[src/psm_pkg.sv]
// Package with register map, field positions, reset values and timing counts.
package psm_pkg;

    // ------------------------------------------------------------------
    // Register byte offsets
    // ------------------------------------------------------------------
    localparam logic [7:0] PSM_CTRL_OFFS   = 8'h00;
    localparam logic [7:0] PSM_STATUS_OFFS = 8'h04;
    localparam logic [7:0] PSM_WAKE_OFFS   = 8'h08;

    // ------------------------------------------------------------------
    // Field positions
    // ------------------------------------------------------------------
    localparam int PSM_CTRL_TARGET_LSB = 0;
    localparam int PSM_CTRL_PULLDN_BIT = 2;
    localparam int PSM_CTRL_PDCMD_BIT  = 3;
    localparam int PSM_STAT_PEND_BIT   = 2;
    localparam int PSM_STAT_REJ_BIT    = 3;
    localparam int PSM_STAT_CLKSEL_BIT = 4;
    localparam int PSM_WAKE_IRQ_BIT    = 0;
    localparam int PSM_WAKE_WDT_BIT    = 1;
    localparam int PSM_WAKE_LIN_BIT    = 2;

    // ------------------------------------------------------------------
    // Reset values and timing
    // ------------------------------------------------------------------
    localparam logic [1:0]  PSM_TARGET_RST   = 2'h0;
    localparam logic        PSM_PULLDN_RST   = 1'b1;
    localparam logic [31:0] PSM_IRQ_MASK_RST = 32'h0000_0000;
    localparam int PSM_CLK_MHZ     = 100;
    localparam int PSM_FAST_MHZ    = 20;
    localparam int PSM_BASE_FP_KHZ = 4000;
    localparam int PSM_BASE_LP_KHZ = 125;
    localparam int PSM_FAST_DIV    = PSM_FAST_MHZ * 1000 / PSM_BASE_FP_KHZ;
    localparam int PSM_MCU_RST_NS  = 1000;
    localparam int PSM_MCU_RST_CYC = (PSM_MCU_RST_NS * PSM_CLK_MHZ + 999) / 1000;

    // ------------------------------------------------------------------
    // Power states and saving target encodings
    // ------------------------------------------------------------------
    typedef enum logic [1:0] {
        PSM_FULL_POWER,
        PSM_LOW_POWER,
        PSM_ULTRA_LOW_POWER,
        PSM_OFF
    } psm_state_t;

    localparam logic [1:0] PSM_TGT_LP  = 2'h0;
    localparam logic [1:0] PSM_TGT_ULP = 2'h1;
    localparam logic [1:0] PSM_TGT_OFF = 2'h2;

endpackage

[src/psm_power_state_manager.sv]
// Power-state manager with AXI4-Lite register access.
//
// Added by the designer: the AXI4-Lite interface to the registers and the register offsets.
`timescale 1ns/100ps
`default_nettype none

// Summary of operation
// RL1: Reset and every wake enter full power.
// RL2: Full power uses 4MHz base clock.
// RL3: Saving states use 125kHz base clock.
// RL4: Indicator high in full and low power.
// RL5: Both supply rails off in ULTRA_LOW_POWER_STATE/off.
// RL6: Digital I/Os inactive in ULTRA_LOW_POWER_STATE/off.
// RL7: Pull-downs on after reset, then software.
// RL8: Low power wakes on irq or watchdog.
// RL9: Low power wake keeps microcontroller running.
// RL10: Reject power-down while enabled irq active.
// RL11: Software sets wake sources, target, command.
// RL12: Accepted command takes effect on CS rise.
// RL13: Master should keep CS low after command.
// RL14: ULTRA_LOW_POWER_STATE is low power plus MCU unpowered.
// RL15: Wake from ULTRA_LOW_POWER_STATE/off resets the microcontroller.
// RL16: Off stops oscillators, no measurements.
// RL17: Off left only by enabled LIN wakeup; the code has no LIN enable bit, so any lin_wakeup leaves off.
// RL18: Unpowered MCU disables outputs in ULTRA_LOW_POWER_STATE/off.
// RL19: Master raises CS after power writes.
// RL20: CS rise without command only ends transfer.
module psm_power_state_manager #(
    parameter int IRQ_WIDTH = 8
) (
    // Clock and reset
    input  wire logic                 aclk,
    input  wire logic                 aresetn,
    // AXI4-Lite write address and data
    input  wire logic [7:0]           s_axi_awaddr,
    input  wire logic                 s_axi_awvalid,
    output logic                      s_axi_awready,
    input  wire logic [31:0]          s_axi_wdata,
    input  wire logic [3:0]           s_axi_wstrb,
    input  wire logic                 s_axi_wvalid,
    output logic                      s_axi_wready,
    // AXI4-Lite write response
    output logic [1:0]                s_axi_bresp,
    output logic                      s_axi_bvalid,
    input  wire logic                 s_axi_bready,
    // AXI4-Lite read
    input  wire logic [7:0]           s_axi_araddr,
    input  wire logic                 s_axi_arvalid,
    output logic                      s_axi_arready,
    output logic [31:0]               s_axi_rdata,
    output logic [1:0]                s_axi_rresp,
    output logic                      s_axi_rvalid,
    input  wire logic                 s_axi_rready,
    // Link and wake sources
    input  wire logic                 chip_select_n,
    input  wire logic [IRQ_WIDTH-1:0] irq_active,
    input  wire logic                 watchdog_reset,
    input  wire logic                 lin_wakeup,
    // Power outputs
    output logic                      power_state_indicator,
    output logic                      io_supply_rail,
    output logic                      core_supply_rail,
    output logic                      io_enable,
    output logic                      pulldown_enable,
    output logic                      mcu_reset_n,
    output logic                      base_clock_select,
    output logic                      base_clock_tick,
    output logic                      fast_osc_enable,
    output logic                      lp_osc_enable,
    output logic [1:0]                power_state
);

    // ------------------------------------------------------------------
    // Register and state storage
    // ------------------------------------------------------------------
    psm_pkg::psm_state_t state;
    logic [1:0]           target_state_select;
    logic [IRQ_WIDTH-1:0] irq_wake_enable;
    logic                 cmd_pending;
    logic                 cmd_rejected;
    logic                 cs_prev;
    logic [2:0]           wake_cause;
    logic [7:0]           rst_cnt;
    logic [9:0]           div_cnt;
    logic                 aw_held;
    logic                 w_held;
    logic [7:0]           aw_addr;
    logic [31:0]          w_data;
    logic [3:0]           w_strb;

    // ------------------------------------------------------------------
    // Decoding
    // ------------------------------------------------------------------
    wire logic       do_write   = aw_held && w_held && !s_axi_bvalid;
    wire logic       wr_ctrl    = do_write
                                  && aw_addr == psm_pkg::PSM_CTRL_OFFS;
    wire logic       wr_wake    = do_write
                                  && aw_addr == psm_pkg::PSM_WAKE_OFFS;
    wire logic       wr_known   = wr_ctrl || wr_wake;
    wire logic       cmd_write  = wr_ctrl && w_strb[0]
                                  && w_data[psm_pkg::PSM_CTRL_PDCMD_BIT];
    wire logic       wake_block = |(irq_active & irq_wake_enable);
    wire logic       cs_rise    = chip_select_n && !cs_prev;
    wire logic       in_full    = state == psm_pkg::PSM_FULL_POWER;
    wire logic       saving     = !in_full;
    wire logic       unpowered  = state == psm_pkg::PSM_ULTRA_LOW_POWER
                                  || state == psm_pkg::PSM_OFF;
    wire logic       do_read    = s_axi_arvalid && !s_axi_rvalid;
    wire logic [9:0] div_top    = saving
        ? 10'(psm_pkg::PSM_CLK_MHZ * 1000 / psm_pkg::PSM_BASE_LP_KHZ - 1)
        : 10'(psm_pkg::PSM_CLK_MHZ / psm_pkg::PSM_FAST_MHZ
              * psm_pkg::PSM_FAST_DIV - 1);
    // RL8 RL17 wake decision
    wire logic wake_now =
        (state == psm_pkg::PSM_LOW_POWER
            && (wake_block || watchdog_reset))
        || (state == psm_pkg::PSM_ULTRA_LOW_POWER && wake_block)
        || (state == psm_pkg::PSM_OFF && lin_wakeup);

    logic [31:0] rd_word;
    always_comb begin
        rd_word = 32'h0000_0000;
        case (s_axi_araddr)
            psm_pkg::PSM_CTRL_OFFS: begin
                rd_word[1:0] = target_state_select;
                rd_word[psm_pkg::PSM_CTRL_PULLDN_BIT] = pulldown_enable;
            end
            psm_pkg::PSM_STATUS_OFFS: begin
                rd_word[1:0] = state;
                rd_word[psm_pkg::PSM_STAT_PEND_BIT]   = cmd_pending;
                rd_word[psm_pkg::PSM_STAT_REJ_BIT]    = cmd_rejected;
                rd_word[psm_pkg::PSM_STAT_CLKSEL_BIT] = base_clock_select;
                rd_word[10:8] = wake_cause;
            end
            psm_pkg::PSM_WAKE_OFFS: begin
                rd_word[IRQ_WIDTH-1:0] = irq_wake_enable;
            end
            default: begin
                rd_word = 32'h0000_0000;
            end
        endcase
    end

    wire logic rd_known = s_axi_araddr == psm_pkg::PSM_CTRL_OFFS
                          || s_axi_araddr == psm_pkg::PSM_STATUS_OFFS
                          || s_axi_araddr == psm_pkg::PSM_WAKE_OFFS;

    // ------------------------------------------------------------------
    // AXI4-Lite slave
    // ------------------------------------------------------------------
    always_ff @(posedge aclk) begin
        if (!aresetn) begin
            aw_held       <= 1'b0;
            w_held        <= 1'b0;
            aw_addr       <= 8'h00;
            w_data        <= 32'h0000_0000;
            w_strb        <= 4'h0;
            s_axi_awready <= 1'b0;
            s_axi_wready  <= 1'b0;
            s_axi_bvalid  <= 1'b0;
            s_axi_bresp   <= 2'b00;
            s_axi_arready <= 1'b0;
            s_axi_rvalid  <= 1'b0;
            s_axi_rdata   <= 32'h0000_0000;
            s_axi_rresp   <= 2'b00;
        end else begin
            s_axi_awready <= !aw_held && !s_axi_awready && s_axi_awvalid;
            s_axi_wready  <= !w_held && !s_axi_wready && s_axi_wvalid;
            if (s_axi_awvalid && s_axi_awready) begin
                aw_held <= 1'b1;
                aw_addr <= s_axi_awaddr;
            end
            if (s_axi_wvalid && s_axi_wready) begin
                w_held <= 1'b1;
                w_data <= s_axi_wdata;
                w_strb <= s_axi_wstrb;
            end
            if (do_write) begin
                s_axi_bvalid <= 1'b1;
                s_axi_bresp  <= wr_known ? 2'b00 : 2'b10;
            end else if (s_axi_bvalid && s_axi_bready) begin
                s_axi_bvalid <= 1'b0;
                aw_held      <= 1'b0;
                w_held       <= 1'b0;
            end
            s_axi_arready <= do_read && !s_axi_arready;
            if (do_read && s_axi_arready) begin
                s_axi_rvalid <= 1'b1;
                s_axi_rdata  <= rd_word;
                s_axi_rresp  <= rd_known ? 2'b00 : 2'b10;
            end else if (s_axi_rvalid && s_axi_rready) begin
                s_axi_rvalid <= 1'b0;
            end
        end
    end

    // ------------------------------------------------------------------
    // Configuration registers
    // ------------------------------------------------------------------
    always_ff @(posedge aclk) begin
        if (!aresetn) begin
            target_state_select <= psm_pkg::PSM_TARGET_RST;
            // RL7 pull-downs on
            pulldown_enable     <= psm_pkg::PSM_PULLDN_RST;
            irq_wake_enable     <= IRQ_WIDTH'(psm_pkg::PSM_IRQ_MASK_RST);
        end else begin
            if (wr_ctrl && w_strb[0]) begin
                target_state_select <= w_data[1:0];
                // RL7 software pull-down control
                pulldown_enable <= w_data[psm_pkg::PSM_CTRL_PULLDN_BIT];
            end
            if (wr_wake && w_strb[0]) begin
                irq_wake_enable <= w_data[IRQ_WIDTH-1:0];
            end
        end
    end

    // ------------------------------------------------------------------
    // Power-state sequencer
    // ------------------------------------------------------------------
    always_ff @(posedge aclk) begin
        if (!aresetn) begin
            // RL1 reset enters full power
            state        <= psm_pkg::PSM_FULL_POWER;
            cmd_pending  <= 1'b0;
            cmd_rejected <= 1'b0;
            cs_prev      <= 1'b1;
            wake_cause   <= 3'b000;
        end else begin
            cs_prev <= chip_select_n;
            case (state)
                psm_pkg::PSM_FULL_POWER: begin
                    // RL12 RL20 act on CS rise only
                    if (cs_rise && cmd_pending) begin
                        cmd_pending <= 1'b0;
                        case (target_state_select)
                            psm_pkg::PSM_TGT_LP:
                                state <= psm_pkg::PSM_LOW_POWER;
                            psm_pkg::PSM_TGT_ULP:
                                state <= psm_pkg::PSM_ULTRA_LOW_POWER;
                            psm_pkg::PSM_TGT_OFF:
                                state <= psm_pkg::PSM_OFF;
                            default:
                                state <= psm_pkg::PSM_FULL_POWER;
                        endcase
                    end
                    // RL10 reject while enabled irq active
                    if (cmd_write) begin
                        cmd_pending  <= !wake_block;
                        cmd_rejected <= wake_block;
                    end
                end
                psm_pkg::PSM_LOW_POWER,
                psm_pkg::PSM_ULTRA_LOW_POWER,
                psm_pkg::PSM_OFF: begin
                    cmd_pending <= 1'b0;
                    // RL1 wake returns to full power
                    if (wake_now) begin
                        state <= psm_pkg::PSM_FULL_POWER;
                        wake_cause <= {lin_wakeup, watchdog_reset,
                                       wake_block};
                    end
                end
                default: begin
                    state <= psm_pkg::PSM_FULL_POWER;
                end
            endcase
        end
    end

    // ------------------------------------------------------------------
    // Microcontroller reset and base clock divider
    // ------------------------------------------------------------------
    always_ff @(posedge aclk) begin
        if (!aresetn) begin
            rst_cnt <= 8'(psm_pkg::PSM_MCU_RST_CYC);
            div_cnt <= 10'h000;
        end else begin
            // RL15 RL9 reset only after unpowered states
            if (unpowered) begin
                rst_cnt <= 8'(psm_pkg::PSM_MCU_RST_CYC);
            end else if (rst_cnt != 8'h00) begin
                rst_cnt <= rst_cnt - 8'h01;
            end
            // RL16 no base clock when off
            if (state == psm_pkg::PSM_OFF || div_cnt >= div_top) begin
                div_cnt <= 10'h000;
            end else begin
                div_cnt <= div_cnt + 10'h001;
            end
        end
    end

    // ------------------------------------------------------------------
    // Registered power outputs
    // ------------------------------------------------------------------
    always_ff @(posedge aclk) begin
        if (!aresetn) begin
            power_state_indicator <= 1'b1;
            io_supply_rail        <= 1'b1;
            core_supply_rail      <= 1'b1;
            io_enable             <= 1'b1;
            mcu_reset_n           <= 1'b0;
            base_clock_select     <= 1'b0;
            base_clock_tick       <= 1'b0;
            fast_osc_enable       <= 1'b1;
            lp_osc_enable         <= 1'b1;
            power_state           <= 2'b00;
        end else begin
            // RL4 indicator
            power_state_indicator <= !unpowered;
            // RL5 RL14 rails off
            io_supply_rail   <= !unpowered;
            core_supply_rail <= !unpowered;
            // RL6 I/Os off
            io_enable   <= !unpowered;
            mcu_reset_n <= !unpowered && rst_cnt == 8'h00;
            // RL2 RL3 base clock choice
            base_clock_select <= saving;
            base_clock_tick   <= state != psm_pkg::PSM_OFF
                                 && div_cnt == div_top;
            // RL16 oscillators stopped
            fast_osc_enable <= in_full;
            lp_osc_enable   <= state != psm_pkg::PSM_OFF;
            power_state     <= state;
        end
    end

endmodule

`default_nettype wire

[config.mk]
export PLATFORM = sky130hd
export DESIGN_NAME = psm_power_state_manager
export DESIGN_NICKNAME = d
export VERILOG_FILES = /design/src/psm_pkg.sv /design/src/psm_power_state_manager.sv
export SDC_FILE = /design/constraint.sdc
export NUM_CORES = 1
export LEC_CHECK = 0
export BUFFER_PORTS_ARGS = -buffer_cell sky130_fd_sc_hd__clkbuf_2
export CAP_MARGIN = 20
export CORE_MARGIN = 4
export CORE_UTILIZATION = 54
export DETAILED_ROUTE_END_ITERATION = 7
export GPL_TIMING_DRIVEN = 0
export PLACE_DENSITY_LB_ADDON = 0.05
export SLEW_MARGIN = 20
export SYNTH_ARGS = -nofsm -noshare
export SYNTH_HDL_FRONTEND = slang
export SYNTH_SLANG_ARGS = --single-unit
[constraint.sdc]
create_clock -name aclk -period 3.85 [get_ports aclk]
set_input_delay 0 -clock aclk [delete_from_list [all_inputs] [get_ports aclk]]
set_output_delay 0 -clock aclk [all_outputs]
set_load 0.005 [all_outputs]
# Word level (Yosys, flattened, before mapping)
# Cells that the tools add are included.
op_classes:
  n_mux: 24
  eq_ne: 13
  bitwise: 2
  n_addsub: 2
  magnitude_cmp: 1
  n_reduce_logical: 59
op_table:
  columns: ["op", "n"]
  rows:
  - ["logical AND 1 bit", 25]
  - ["zero test 8 bit", 3]
  - ["equality test 8 x 4 -> 1 bit (second input constant)", 2]
  - ["2-to-1 mux 1 bit", 12]
  - ["zero test 1 bit", 11]
  - ["adder 10 x 1 -> 10 bit (second input constant)", 1]
  - ["equality test 10 bit", 1]
  - [">= comparator 10 bit", 1]
  - ["2-to-1 mux 10 bit", 1]
  - ["one-hot mux 3 bit (3 select lines)", 1]
  - ["AND 8 bit", 1]
  - ["equality test 8 x 3 -> 1 bit (second input constant)", 1]
  - ["logical OR 1 bit", 8]
  - ["2-to-1 mux 2 bit", 4]
  - ["one-hot mux 2 bit (2 select lines)", 2]
  - ["nonzero test 8 bit", 1]
  - ["OR reduction 8 bit", 1]
  - ["subtractor 8 x 1 -> 8 bit (second input constant)", 1]
  - ["equality test 2 bit (second input constant)", 3]
  - ["2-to-1 mux 3 bit", 2]
  - ["one-hot mux 2 bit (3 select lines)", 1]
  - ["AND reduction 2 bit", 3]
  - ["equality test 2 x 1 -> 1 bit (second input constant)", 2]
  - ["zero test 2 bit", 2]
  - ["8 further kinds", 11]
totals:
  elab_cells: 131
  ff_bits: 84
  input_bits: 70
  output_inout_bits: 53

# Logic depth before layout (Yosys ltp)
depth:
  word_depth: 8
  depth_mapped: 11
  mapped_depth_nobuf: 8

# Worst setup path before layout
# No wires, ideal clock.
synth_path:
  kind: "register to register"
  start: "reg state[0]"
  end: "reg div_cnt[2]"
  stages_incl_launch_ff: 12
  slack_ns: 1.751
  setup_ns: 0.064
  n_path_buf: 3
  synth_period_minus_slack_ns: 2.099
  arrival_time_ns: 2.035
  t_required_ns: 3.786
  path_cell_list: "dfxtp_1 > buf_2 > or2_1 > buf_2 > inv_2 > ha_1 > nor2b_1 > o2111ai_1 > o22ai_1 > a211o_1 > buf_2 > nor2_1"
synth_between:
  elab_chain_cells: 5
  elab_cells_between_ends: 6
  classes_between: "order compare: 1; eq/ne: 1; mux: 1; reduce/logical: 3"
synth_lines:
  columns: ["element", "line_no", "text"]
  rows:
  - ["from (decl)", "psm_power_state_manager.sv:76", "psm_pkg::psm_state_t state;"]
  - ["from (signal assigned)", "psm_power_state_manager.sv:224", "state <= psm_pkg::PSM_FULL_POWER;"]
  - ["from (signal assigned)", "psm_power_state_manager.sv:238", "state <= psm_pkg::PSM_LOW_POWER;"]
  - ["from (signal assigned)", "psm_power_state_manager.sv:240", "state <= psm_pkg::PSM_ULTRA_LOW_POWER;"]
  - ["zero test 2 bit", "psm_power_state_manager.sv:104", "wire logic in_full = state == psm_pkg::PSM_FULL_POWER;"]
  - ["via in_full", "psm_power_state_manager.sv:104", null]
  - ["2-to-1 mux 10 bit", "psm_power_state_manager.sv:110", "? 10'(psm_pkg::PSM_CLK_MHZ * 1000 / psm_pkg::PSM_BASE_LP_KHZ - 1)"]
  - [">= comparator 10 bit", "psm_power_state_manager.sv:286", "if (state == psm_pkg::PSM_OFF || div_cnt >= div_top) begin"]
  - ["logical OR 1 bit", "psm_power_state_manager.sv:286", null]
  - ["OR reduction 2 bit (no source line)", null, null]
  - ["to (signal assigned)", "psm_power_state_manager.sv:289", "div_cnt <= div_cnt + 10'h001;"]
  - ["to (decl)", "psm_power_state_manager.sv:84", "logic [9:0] div_cnt;"]
# The timed path passes the listed nets, and every way through them passes these cells.
# A chain may end at the register's enable or synchronous reset.

# Final worst setup path
layout_path:
  start: "reg state[0]"
  end: "reg div_cnt[5]"
# The elaborated chain is that of the path after synthesis.

==> results.txt <==
- CTS saw 82 sinks.
- DRC Markers: 0
- Counting flops with a built-in enable in the synthesized netlist gives 0.
- Layout overhead on the synthesized area: 26.1%
* Most used flip-flop cell after synthesis: dfxtp_1
- Final setup fails: 0
* Largest stage delay on the critical path: 0.30 ns
- Placeable Area: 0.00646 mm2
- DIE HEIGHT: 90.3 um
- Clock tree from TritonCTS: done
- Final routed wirelength across all metal layers: 8.31 mm
- After detailed routing, the number of vias per cell comes to 5.17.
- Relative slew margins: 57.9%
* Final Slew Violations: 0
* Hold WC Path Type: primary input to register
* Portion of the post-synthesis area used by sequential elements: 44.9%
- Leakage power total: 1.95 nW
- Hold slack final: 0.0570 ns
- Period Utilization, post-route: 61.7%
- PortBufs: 71
- After global routing the overflow that remains totals 0.
* Hold violation count in the final report: 0
- After detailed routing, the average wire length per cell comes to 13.2 um.
* Num rows: 29
- The final layout contains 624 nets.
- Max-cap violation count: 0
* Largest fanout on the critical path: 10
* Slowest-stage cell, CP: dfxtp_1
* Synthesized area divided by synthesized cell count: 8.73 um2
- Counting the buffers created by CTS gives 9.
- Time the worst path needs with I/O delays and setup: 2.37 ns
* Post-layout power: 1.60 mW
- Final estimated routing congestion in global placement: 0.789
- H-tree depth reported by CTS: 3
- The critical path goes through buf_2, or2_1, buf_2, inv_2, ha_1, nor2b_1, o2111ai_1, o22ai_1, a211o_1, buf_2, nor2_1.
- Number of violations reported at the end of detailed-routing iteration 0: 146
- First-pass GRT wire length: 14.3 mm
- Final sum of negative setup slack: 0 ns
* Peak Freq: 0.421 GHz
* Crit path kind: register to register
- After synthesis, the share of flip-flops with an asynchronous set or reset is 0%.
- Number of distinct library cell variants in the gate-level netlist after synthesis: 51
- Initial cell density of the core: 56.6%
- Entering global routing, the biggest net connects 14 pins.
- The run finished with clean final reports.
* GRT Total Usage: 21.0%
- The mapped netlist covers 0.00366 mm2.
- Remaining number of nets flagged by the antenna check after routing: 0
- Type of element capturing the critical path: register
- Once the clock tree was built, the setup fixing pass inserted 0 buffers.
- Share of cells above drive strength 1: 22.6%
* Clk pin slew, worst setup/hold paths: 0.08 ns
- Between clock sinks in the finished design, the worst skew comes to 0.00834 ns.
- Power spread over the standard cell area amounts to 346 mW/mm2.
- IR analysis of the VDD net gives a maximum drop of 0.224 mV.
- Cell count after synthesis: 419
- For this design the top-level I/O count stands at 123.
- Maximum number of buffers from clock root to sink: 2
- Die Footprint: 0.00816 mm2
- At the worst endpoint, the arrival time is 2.66 ns.
* Number of global-route vias before repair: 3042
* Routed vias: 3260
- Total of cells resized after clock tree synthesis: 0
- The repair_antennas step left the layout with diodes totalling 0.
* Clock network latency to the later pin of the worst-skew pair: 0.35 ns
* Clk root buf: clkbuf_8
- Synthesis Warnings: 0
- The die is 90.3 um wide.
* RSZ-0062 raised after global routing: no
* Length of the first detailed-routing pass in iterations: 4
* Hold buffer count at CTS: 25
* Placed wire-length estimate after detailed placement: 6.02 mm
* Kind of start point of the critical path: register
* Required time of the worst setup path: 4.14 ns
- Synthesized flop and latch total: 82
- Crit-path most repeated cell: buf_2
- At the pin with the least slew margin, the transition time is 0.631 ns.
* Initial antenna violation count: 0
-- synth_stat cells (all sizes together), types with 3 or more instances --
| library cell | n | area share [%] |
|---|---|---|
| a21boi | 28 | 5.7 |
| a21oi | 8 | 1.1 |
| a22oi | 7 | 1.4 |
| a32oi | 8 | 1.9 |
| and3 | 4 | 0.68 |
| buf | 30 | 6.0 |
| clkbuf | 15 | 1.5 |
| dfxtp | 82 | 45 |
| ha | 6 | 2.1 |
| inv | 15 | 1.5 |
| mux2i | 9 | 2.5 |
| nand2 | 67 | 6.9 |
| nand2b | 8 | 1.4 |
| nand3 | 15 | 2.1 |
| nand3b | 3 | 0.62 |
| nor2 | 25 | 2.6 |
| nor2b | 21 | 3.6 |
| nor3 | 11 | 1.5 |
| nor4 | 7 | 1.8 |
| o21ai | 10 | 1.4 |
| or3 | 4 | 0.82 |
| xnor2 | 7 | 1.7 |
| xor2 | 3 | 0.72 |
-- cells in the final DEF, fill, tap and decap left out, types with 9 or more instances in the layout --
cell type       n
a21boi_0       20
buf_4          27
clkbuf_1       16
clkbuf_2       71
clkbuf_8       10
conb_1         23
dfxtp_1        82
dlygate4sd3_1  25
inv_1          14
mux2i_1         9
nand2_1        66
nand3_1        15
nor2_1         25
nor2b_1        21
nor3_1         11
o21ai_0         9
-- cell families after synthesis --
kind of cell	share of synthesized area, %
AND/OR/NAND/NOR	23.9
flip-flops	44.9
AO/OA/AOI/OAI	14.9
buffers and inverters	9.03
XOR/XNOR	2.39
multiplexers	2.77
adder cells (fa/ha/maj)	2.05
other	0.103
-- final timing paths --
check	from	endpoint	slack [ns]	cells after the start
max	state[0]$_SDFFE_PN0P_	div_cnt[5]$_SDFF_PP0_	1.48	11
min	s_axi_araddr[0]	s_axi_rresp[1]$_SDFFE_PN0P_	0.06	5
max reg2reg	state[0]$_SDFFE_PN0P_	div_cnt[5]$_SDFF_PP0_	1.48	11
min reg2reg	aw_held$_SDFF_PN0_	s_axi_awready$_SDFF_PN0_	0.45	1
-- metal layers --
metal	up-vias	wire length, um	track usage (%)
met5	-	0	0
li1	1649	-	-
met3	10	465	4.25
met4	0	122	7.40
met2	93	3870	34.6
met1	1508	3860	27.5
-- registers in the layout, summed over array words and instances (netlist names), 2 cells and up --
signal               cells
div_cnt                 10
aw_addr                  8
s_axi_rdata             11
state                    2
irq_wake_enable          8
power_state              2
rst_cnt                  8
w_data                   8
wake_cause               3
target_state_select      2
-- worst max-delay path, delay by kind of cell, from the launching register on --
family | cells | cell delay [ns]
compound gates | 3 | 0.69
fa+ha+maj | 1 | 0.24
buf+inv | 4 | 0.61
flops | 1 | 0.30
simple gates | 3 | 0.47
-- report_power, final --
| part | switching (mW) | internal, mW |
|---|---|---|
| Clock | 0.305 | 0.249 |
| Sequential | 0.0161 | 0.868 |
| Combinational | 0.0745 | 0.0863 |
-- metrics by stage --
step                std cells  worst slack (ns)  utilization, %  instance area, um2
floorplan                 441              1.75               -                3740
global placement          589              1.58            64.9                4190
CTS                       630              1.50            71.4                4610
detailed placement        589              1.54            64.9                4190
finish                    630              1.48            71.4                4610
global route              630              1.28            71.4                4610
-- layout make-up --
class,count,area (um2)
Buffer,45,274
Clock inverter,5,30.0
Fill cell,526,1840
Inverter,15,56.3
Tap cell,77,96.3
Multi-Input combinational cell,299,1770
Clock buffer,11,141
Sequential cell,82,1640
Timing Repair Buffer,96,606
Power figures use the tool's default switching activity.
